**config.mk**
```make
export PLATFORM = sky130hd
export DESIGN_NAME = tbpe_port
export DESIGN_NICKNAME = d
export VERILOG_FILES = /design/src/rtl/tbpe_sync.v /design/src/rtl/tbpe_port.v
export VERILOG_INCLUDE_DIRS = /design/src /design/src/inc
export SDC_FILE = /design/constraint.sdc
export NUM_CORES = 1
export LEC_CHECK = 0
export BUFFER_PORTS_ARGS = -buffer_cell sky130_fd_sc_hd__buf_2
export CORE_ASPECT_RATIO = 1.1
export CORE_MARGIN = 2
export CORE_UTILIZATION = 41
export DETAILED_ROUTE_END_ITERATION = 8
export GPL_ROUTABILITY_DRIVEN = 0
export PLACE_DENSITY = 0.8
export SYNTH_ARGS = -nofsm -noshare
export SYNTH_HDL_FRONTEND = slang
export SYNTH_SLANG_ARGS = --single-unit
```
**constraint.sdc**
```tcl
create_clock -name REF_CLK_IN -period 1.5 [get_ports REF_CLK_IN]
set_input_delay 0.3 -clock REF_CLK_IN [delete_from_list [all_inputs] [get_ports REF_CLK_IN]]
set_output_delay 0.3 -clock REF_CLK_IN [all_outputs]
set_load 0.005 [all_outputs]
```
**src/inc/tbpe_defs.vh**
```
// constants for the three-bit port e block
`ifndef TBPE_DEFS_VH
`define TBPE_DEFS_VH

// register byte addresses on the axi4-lite bus
`define TBPE_ADDR_W 4
`define TBPE_OFS_PIN_LEVELS 4'h0
`define TBPE_OFS_OUT_LATCH 4'h4
`define TBPE_OFS_DIRECTION 4'h8
`define TBPE_OFS_ANALOG_CFG 4'hC

// field positions in the pin-level register
`define TBPE_BIT_PULLUP_D 7
`define TBPE_BIT_PULLUP_E 6
`define TBPE_PIN_MSB 2

// analog config: bits 7:5 belong to pins 2:0 (channels 7,6,5); 0 selects analog
`define TBPE_ANA_PIN_LSB 5
`define TBPE_ANA_PIN_MSB 7

// reset values
`define TBPE_RST_LATCH 3'h0
`define TBPE_RST_DIRECTION 3'h7
`define TBPE_RST_ANALOG_CFG 8'h00
`define TBPE_RST_PULLUP 1'h0

// axi response codes
`define TBPE_RESP_OKAY 2'h0
`define TBPE_RESP_SLVERR 2'h2

`endif

```
**src/rtl/tbpe_sync.v**
```verilog
// two-stage synchroniser for the port e pin inputs
`timescale 1ns/10ps
module tbpe_sync (
   input wire clk_in, // system clock
   input wire rst_in, // async reset, active high
   input wire [2:0] d_in, // raw pin levels
   output wire [2:0] q_out // synchronised levels
);

reg [2:0] stage1_reg;
reg [2:0] stage2_reg;

genvar i;
generate
   for (i = 0; i < 3; i = i + 1) begin : g_bit
      // the first stage feeds only the second stage
      always @(posedge clk_in or posedge rst_in) begin
         if (rst_in) begin
            stage1_reg[i] <= 1'b0;
            stage2_reg[i] <= 1'b0;
         end else begin
            stage1_reg[i] <= d_in[i];
            stage2_reg[i] <= stage1_reg[i];
         end
      end
   end
endgenerate

assign q_out = stage2_reg;

endmodule // tbpe_sync

```
**src/rtl/tbpe_port.v**
```verilog
// three-bit general-purpose port e with axi4-lite register access
//
// The placing of the registers and the AXI4-Lite register port were decided locally.
`timescale 1ns/10ps
`include "tbpe_defs.vh"

////////////////////////////////////////////////////////////////////////////////
// Summary of operation
// three individually configurable i/o pins, only on the larger package variant
// analog-selected pin disables its digital input and reads back as zero
// direction bit one makes the pin an input with its driver off
// direction bit zero makes the pin an output driving its latch bit
// direction keeps driver control in analog mode; software keeps analog pins inputs
// after power-on reset all three pins are analog inputs
// latch register reads return latch contents, not pin levels
// bit 6 of the pin-level register enables all three weak pull-ups
// an output pin always has its pull-up switched off
// power-on reset clears the pull-up enables
// output pins drive their latch bit regardless of analog selection
// pins 0,1,2 are analog channels 5,6,7, analog by default
// pin 0 outputs host read strobe when output, accepts it when input
// pin 1 outputs host write strobe when output, accepts it when input
// pin 2 only outputs the host byte enable when that function is used
// pin-level register: bit 7 port d pull-up, bit 6 this pull-up, 2:0 pins
// pull-up enable zero disables all, one enables pull-ups on input pads
// digital pin reads come through a two-stage synchroniser
module tbpe_port (
   input wire REF_CLK_IN, // 100 mhz system clock
   input wire SYS_RST_IN, // async power-on reset, active high
   // axi4-lite slave
   input wire [`TBPE_ADDR_W-1:0] S_AXI_AWADDR_IN, // write address
   input wire S_AXI_AWVALID_IN, // write address valid
   output wire S_AXI_AWREADY_OUT, // write address ready
   input wire [31:0] S_AXI_WDATA_IN, // write data
   input wire [3:0] S_AXI_WSTRB_IN, // write byte strobes
   input wire S_AXI_WVALID_IN, // write data valid
   output wire S_AXI_WREADY_OUT, // write data ready
   output wire [1:0] S_AXI_BRESP_OUT, // write response
   output wire S_AXI_BVALID_OUT, // write response valid
   input wire S_AXI_BREADY_IN, // write response ready
   input wire [`TBPE_ADDR_W-1:0] S_AXI_ARADDR_IN, // read address
   input wire S_AXI_ARVALID_IN, // read address valid
   output wire S_AXI_ARREADY_OUT, // read address ready
   output wire [31:0] S_AXI_RDATA_OUT, // read data
   output wire [1:0] S_AXI_RRESP_OUT, // read response
   output wire S_AXI_RVALID_OUT, // read data valid
   input wire S_AXI_RREADY_IN, // read data ready
   // pins
   input wire [2:0] PIN_E_IN, // pad input levels
   output wire [2:0] PIN_E_OUT, // pad output levels
   output wire [2:0] PIN_E_OE_OUT, // pad driver enables, high drives
   output wire [2:0] PIN_E_PULLUP_OUT, // weak pull-up enable per pad
   output wire PULLUP_ENABLE_D_OUT, // port d pull-up enable bit
   // analog converter side
   output wire [2:0] ANALOG_SELECT_OUT, // high: channel 7,6,5 uses pin 2,1,0
   // parallel host port side
   input wire HOST_PORT_EN_IN, // host port owns the pins
   input wire HOST_RD_STROBE_IN, // read strobe to drive out
   input wire HOST_WR_STROBE_IN, // write strobe to drive out
   input wire HOST_BYTE_EN_IN, // byte enable to drive out
   output wire HOST_RD_STROBE_OUT, // read strobe seen on pin 0
   output wire HOST_WR_STROBE_OUT // write strobe seen on pin 1
);

////////////////////////////////////////////////////////////////////////////////
// register state

reg [2:0] latch_reg;
reg [2:0] direction_reg;
reg [7:0] analog_cfg_reg;
reg pullup_e_reg;
reg pullup_d_reg;

wire [2:0] pin_sync;
wire [2:0] analog_sel;
wire [2:0] pin_read;
wire [2:0] host_drive;

// bus state
reg aw_held_reg;
reg [`TBPE_ADDR_W-1:0] aw_addr_reg;
reg w_held_reg;
reg [31:0] w_data_reg;
reg [3:0] w_strb_reg;
reg bvalid_reg;
reg [1:0] bresp_reg;
reg rvalid_reg;
reg [31:0] rdata_reg;
reg [1:0] rresp_reg;

wire aw_take;
wire w_take;
wire ar_take;
wire do_write;
wire wr_lane0;
reg wr_hit;
reg [31:0] rd_word;
reg rd_hit;

////////////////////////////////////////////////////////////////////////////////
// pin input path

tbpe_sync u_sync (
   .clk_in(REF_CLK_IN),
   .rst_in(SYS_RST_IN),
   .d_in(PIN_E_IN),
   .q_out(pin_sync)
);

// config bit clear means analog; pin i maps to bit 5+i (channels 5..7)
assign analog_sel = ~analog_cfg_reg[`TBPE_ANA_PIN_MSB:`TBPE_ANA_PIN_LSB];
assign ANALOG_SELECT_OUT = analog_sel;

// digital input is gated off for analog pins
assign pin_read = pin_sync & ~analog_sel;

// strobe inputs are only meaningful while the pin is an input
assign HOST_RD_STROBE_OUT = direction_reg[0] & pin_read[0];
assign HOST_WR_STROBE_OUT = direction_reg[1] & pin_read[1];

////////////////////////////////////////////////////////////////////////////////
// pin output path

// host port signals replace the latch only when the port owns the pins
assign host_drive = {HOST_BYTE_EN_IN, HOST_WR_STROBE_IN, HOST_RD_STROBE_IN};

genvar gi;
generate
   for (gi = 0; gi < 3; gi = gi + 1) begin : g_pin
      // direction alone decides the driver, even when analog is selected
      assign PIN_E_OE_OUT[gi] = ~direction_reg[gi];
      // the driven value ignores analog selection
      assign PIN_E_OUT[gi] = HOST_PORT_EN_IN ? host_drive[gi] : latch_reg[gi];
      // pull-up only on inputs, shared enable
      assign PIN_E_PULLUP_OUT[gi] = pullup_e_reg & direction_reg[gi];
   end
endgenerate
// pin 2 has no strobe input role; its host function is output only

assign PULLUP_ENABLE_D_OUT = pullup_d_reg;

////////////////////////////////////////////////////////////////////////////////
// axi4-lite write channel

// address and data are taken independently; the write commits one cycle
// after both are held, which keeps the decode off the handshake path
assign S_AXI_AWREADY_OUT = ~aw_held_reg & ~bvalid_reg;
assign S_AXI_WREADY_OUT = ~w_held_reg & ~bvalid_reg;
assign aw_take = S_AXI_AWVALID_IN & S_AXI_AWREADY_OUT;
assign w_take = S_AXI_WVALID_IN & S_AXI_WREADY_OUT;
assign do_write = aw_held_reg & w_held_reg & ~bvalid_reg;
// all register fields sit in byte lane 0
assign wr_lane0 = w_strb_reg[0];

always @* begin
   case (aw_addr_reg)
      `TBPE_OFS_PIN_LEVELS: wr_hit = 1'b1;
      `TBPE_OFS_OUT_LATCH: wr_hit = 1'b1;
      `TBPE_OFS_DIRECTION: wr_hit = 1'b1;
      `TBPE_OFS_ANALOG_CFG: wr_hit = 1'b1;
      default: wr_hit = 1'b0;
   endcase
end

always @(posedge REF_CLK_IN or posedge SYS_RST_IN) begin
   if (SYS_RST_IN) begin
      aw_held_reg <= 1'b0;
      aw_addr_reg <= {`TBPE_ADDR_W{1'b0}};
      w_held_reg <= 1'b0;
      w_data_reg <= 32'h00000000;
      w_strb_reg <= 4'h0;
      bvalid_reg <= 1'b0;
      bresp_reg <= `TBPE_RESP_OKAY;
   end else begin
      if (aw_take) begin
         aw_held_reg <= 1'b1;
         aw_addr_reg <= S_AXI_AWADDR_IN;
      end
      if (w_take) begin
         w_held_reg <= 1'b1;
         w_data_reg <= S_AXI_WDATA_IN;
         w_strb_reg <= S_AXI_WSTRB_IN;
      end
      if (do_write) begin
         aw_held_reg <= 1'b0;
         w_held_reg <= 1'b0;
         bvalid_reg <= 1'b1;
         bresp_reg <= wr_hit ? `TBPE_RESP_OKAY : `TBPE_RESP_SLVERR;
      end else if (bvalid_reg && S_AXI_BREADY_IN) begin
         bvalid_reg <= 1'b0;
      end
   end
end

assign S_AXI_BVALID_OUT = bvalid_reg;
assign S_AXI_BRESP_OUT = bresp_reg;

////////////////////////////////////////////////////////////////////////////////
// register updates

always @(posedge REF_CLK_IN or posedge SYS_RST_IN) begin
   if (SYS_RST_IN) begin
      latch_reg <= `TBPE_RST_LATCH;
      direction_reg <= `TBPE_RST_DIRECTION;
      analog_cfg_reg <= `TBPE_RST_ANALOG_CFG;
      pullup_e_reg <= `TBPE_RST_PULLUP;
      pullup_d_reg <= `TBPE_RST_PULLUP;
   end else if (do_write && wr_lane0) begin
      case (aw_addr_reg)
         `TBPE_OFS_PIN_LEVELS: begin
            // writing the pin register lands in the latch
            latch_reg <= w_data_reg[`TBPE_PIN_MSB:0];
            pullup_e_reg <= w_data_reg[`TBPE_BIT_PULLUP_E];
            pullup_d_reg <= w_data_reg[`TBPE_BIT_PULLUP_D];
         end
         `TBPE_OFS_OUT_LATCH: begin
            latch_reg <= w_data_reg[`TBPE_PIN_MSB:0];
         end
         `TBPE_OFS_DIRECTION: begin
            direction_reg <= w_data_reg[`TBPE_PIN_MSB:0];
         end
         `TBPE_OFS_ANALOG_CFG: begin
            analog_cfg_reg <= w_data_reg[7:0];
         end
         default: begin
            latch_reg <= latch_reg;
         end
      endcase
   end
end

////////////////////////////////////////////////////////////////////////////////
// axi4-lite read channel

assign S_AXI_ARREADY_OUT = ~rvalid_reg;
assign ar_take = S_AXI_ARVALID_IN & S_AXI_ARREADY_OUT;

always @* begin
   rd_word = 32'h00000000;
   rd_hit = 1'b1;
   case (S_AXI_ARADDR_IN)
      `TBPE_OFS_PIN_LEVELS: begin
         rd_word[`TBPE_BIT_PULLUP_D] = pullup_d_reg;
         rd_word[`TBPE_BIT_PULLUP_E] = pullup_e_reg;
         rd_word[`TBPE_PIN_MSB:0] = pin_read;
      end
      `TBPE_OFS_OUT_LATCH: begin
         rd_word[`TBPE_PIN_MSB:0] = latch_reg;
      end
      `TBPE_OFS_DIRECTION: begin
         rd_word[`TBPE_PIN_MSB:0] = direction_reg;
      end
      `TBPE_OFS_ANALOG_CFG: begin
         rd_word[7:0] = analog_cfg_reg;
      end
      default: begin
         rd_hit = 1'b0;
      end
   endcase
end

always @(posedge REF_CLK_IN or posedge SYS_RST_IN) begin
   if (SYS_RST_IN) begin
      rvalid_reg <= 1'b0;
      rdata_reg <= 32'h00000000;
      rresp_reg <= `TBPE_RESP_OKAY;
   end else if (ar_take) begin
      rvalid_reg <= 1'b1;
      rdata_reg <= rd_word;
      rresp_reg <= rd_hit ? `TBPE_RESP_OKAY : `TBPE_RESP_SLVERR;
   end else if (rvalid_reg && S_AXI_RREADY_IN) begin
      rvalid_reg <= 1'b0;
   end
end

assign S_AXI_RVALID_OUT = rvalid_reg;
assign S_AXI_RDATA_OUT = rdata_reg;
assign S_AXI_RRESP_OUT = rresp_reg;

endmodule // tbpe_port

```
==> out/metrics.csv <==
metric,value,unit
syn_area,2270,sq um
first_pass_iters,4,
cellLeakagePower,1.43,nW
cp_max_fo,4,
achievable-frequency,589,MHz
setup_violations,16,
ys_seq_area_share,54.2,%
setup_total_negative_slack,-1.64,ns
final_hold_viol_count,0,
syn-mean-instance-area,12.3,sq um
holdCritPathClass,in2async,
violations,negative setup slack,
core_area,5360,sq um
cts.reportedPaths.clkPinSlew,0.08,ns
power_per_cell_area,1490,nW/um^2
post-dp-hpwl,3.33,mm
timing.final.crit_period,1.70,ns
finalCritPeriodShare,113,%
wl,4.36,mm
area_delta_synth_final,25.9,%
ys_warn_count,0,
wire_per_inst,12.8,microns
cells_after_synth,185,
antenna_violations_before_repair,0,
design.die.area,6140,sq um
total_clock_sinks,49,
clock_latency,0.30,ns
drc_errors,0,
dpl-instance-area,2710,sq um
fin_total_pwr,0.00427,W
detail_route.iter0.violations,57,
flip_flop_and_latch_area,1230,sq um
cts.root.buffer_cell,sky130_fd_sc_hd__clkbuf_8,
via_count,1551,
crit_type,reg2reg,
grt_max_degree,50,
setup.worst_path.end_class,register,
fillerInstances,472,
avgViaCountPerCell,4.56,
final.hold.worst_slack,0.0259,ns
cell_total_after_placement,329,
cts-buffers-inserted,5,
num_antenna_cells,0,
grt_first_pass_wirelength,6.87,mm
rsz0062_at_grt,true,
setup_slack,-0.198,ns
std_cell_rows,28,
chipHeight,82.0,microns
number_of_storage_elements_in_the_synthesis_netlist,49,
timing.clock.skew,0.00433,ns
final_layout_size_suffix_gt1_share,48.7,%
design.portCount,114,
grt_remaining_overflow,0,
cap_viol_max_count,0,
status,"finished, violations left",
final_cell_area,2860,sq um
cts_htree_levels,2,
stdcell_count,340,
crit_required,1.69,ns
timing.critical_path.slowest_cell_delay,0.46,ns
detail-route-antenna-nets,0,
power.ir.vdd_worst,0.00112,V
tritoncts,yes,
start_util,42.3,%
critical_path.slowest_cell,sky130_fd_sc_hd__or4_4,
clockBufferDepth,2,
place.port_buffers,60,
crit_path_start_kind,register,
multiInputGateArea,933,sq um
cp.arrival,1.89,ns
cp_cell_sequence,"or3b_4, or4_4, mux2_4",
synth.lib_cells_used.distinct,31,
width_of_the_die,74.9,microns
global_route.usage.total,14.9,%
number_of_global_route_vias_before_repair,1421,
finish.net_count,322,
maxSlewViolCount,0,
-- report_power, final --
part	switching, W	internal [W]	leakage (nW)
Sequential	0.000347	0.00174	0.609
Clock	0.000402	0.000376	0.0455
Combinational	0.000539	0.000857	0.775
Total	0.00129	0.00298	1.43
-- per-layer routing --
layer	GRT usage [%]	wire, microns	vias up
met3	5.52	413	5
met2	23.0	2050	72
met1	19.5	1840	732
met4	4.29	53	0
li1	-	-	742
met5	0	0	-
-- worst paths after layout --
path | start | end | slack [ns] | depth (start not counted)
setup reg to reg | aw_addr_reg[0] | pullup_e_reg | -0.20 | 3
max in group asynchronous | SYS_RST_IN | direction_reg[2] | 1.20 | 3
setup / recovery | aw_addr_reg[0] | pullup_e_reg | -0.20 | 3
hold / removal | SYS_RST_IN | w_data_reg[3] | 0.03 | 3
min in group REF_CLK_IN | PIN_E_IN[0] | u_sync.stage1_reg[0] | 0.10 | 1
hold reg to reg | u_sync.stage1_reg[1] | u_sync.q_out[1] | 0.36 | 0
-- synth_stat cells --
cell type / count / area, sq um
sky130_fd_sc_hd__a32oi_1: 4 / 35.0
sky130_fd_sc_hd__and3_1: 3 / 18.8
sky130_fd_sc_hd__nand2b_1: 1 / 6.26
sky130_fd_sc_hd__inv_1: 11 / 41.3
sky130_fd_sc_hd__buf_4: 26 / 195
sky130_fd_sc_hd__clkbuf_1: 3 / 11.3
sky130_fd_sc_hd__nor3_1: 1 / 5.00
sky130_fd_sc_hd__a22oi_1: 2 / 15.0
sky130_fd_sc_hd__o211ai_1: 1 / 7.51
sky130_fd_sc_hd__nor2b_1: 1 / 6.26
sky130_fd_sc_hd__nor2_1: 5 / 18.8
sky130_fd_sc_hd__conb_1: 1 / 3.75
sky130_fd_sc_hd__nand3b_4: 1 / 20.0
sky130_fd_sc_hd__a32o_1: 1 / 10.0
sky130_fd_sc_hd__nor3_4: 1 / 16.3
sky130_fd_sc_hd__a21oi_1: 4 / 20.0
sky130_fd_sc_hd__mux2_2: 29 / 327
sky130_fd_sc_hd__and4bb_2: 1 / 12.5
sky130_fd_sc_hd__or3_1: 1 / 6.26
sky130_fd_sc_hd__dfrtp_1: 46 / 1150
sky130_fd_sc_hd__o21ai_0: 11 / 55.1
sky130_fd_sc_hd__nor3b_1: 1 / 7.51
sky130_fd_sc_hd__or3b_4: 1 / 11.3
sky130_fd_sc_hd__and2_0: 1 / 6.26
sky130_fd_sc_hd__mux2_4: 5 / 75.1
sky130_fd_sc_hd__dfstp_2: 3 / 78.8
sky130_fd_sc_hd__and2_1: 4 / 25.0
sky130_fd_sc_hd__nor4_1: 1 / 6.26
sky130_fd_sc_hd__or4_4: 2 / 22.5
sky130_fd_sc_hd__nor4b_1: 1 / 8.76
sky130_fd_sc_hd__nand2_1: 12 / 45.0
-- per-stage QoR --
step | utilization [%] | setup WS (ns)
6_report | 53.3 | -0.198
5_1_grt | 53.3 | -0.223
4_1_cts | 52.7 | -0.188
3_5_place_dp | 50.5 | -0.182
3_3_place_gp | 50.5 | -0.170
2_1_floorplan | - | -0.149
-- worst max-delay path, delay by kind of cell, from the launching register on --
family / cells / cell delay, ns
DFF: 1 / 0.38
muxes: 1 / 0.31
and+or+nand+nor: 2 / 0.89
-- timing repair --
action | 4_1_cts | 5_1_grt
endpoints found under the setup margin | 16 | 24
resized for setup | 3 | 6
pin swaps | 1 | 2
hold buffers | 0 | 0
gates cloned | 0 | 0
setup buffers | 2 | 1
-- cells by family after synthesis --
group	Yosys count	share of synthesized area (%)
other cells	1	0.165
compound gates	23	6.29
simple gates	38	10.7
flops	49	54.2
mux	34	17.7
buf+inv	40	10.9
-- final cells by class --
class | count | area share, %
sequential | 49 | 43.1
multi-input combinational | 121 | 32.7
timing repair buffer | 76 | 16.4
tap | 75 | 3.29
clock buffer | 8 | 3.15
inverter | 11 | 1.45
-- cell usage in the layout (no fill, tap or decap), types with 5 or more instances in the layout --
master                     Yosys  routed
sky130_fd_sc_hd__clkbuf_8      0       6
sky130_fd_sc_hd__mux2_4        5      13
sky130_fd_sc_hd__dfrtp_1      46      46
sky130_fd_sc_hd__o21ai_0      11      11
sky130_fd_sc_hd__nor2_1        5       5
sky130_fd_sc_hd__buf_4        26      12
sky130_fd_sc_hd__buf_2         0      59
sky130_fd_sc_hd__nand2_1      12      12
sky130_fd_sc_hd__inv_1        11      10
sky130_fd_sc_hd__conb_1        1      26
sky130_fd_sc_hd__mux2_2       29      21
Note: power is estimated with default switching activity, not from simulation.
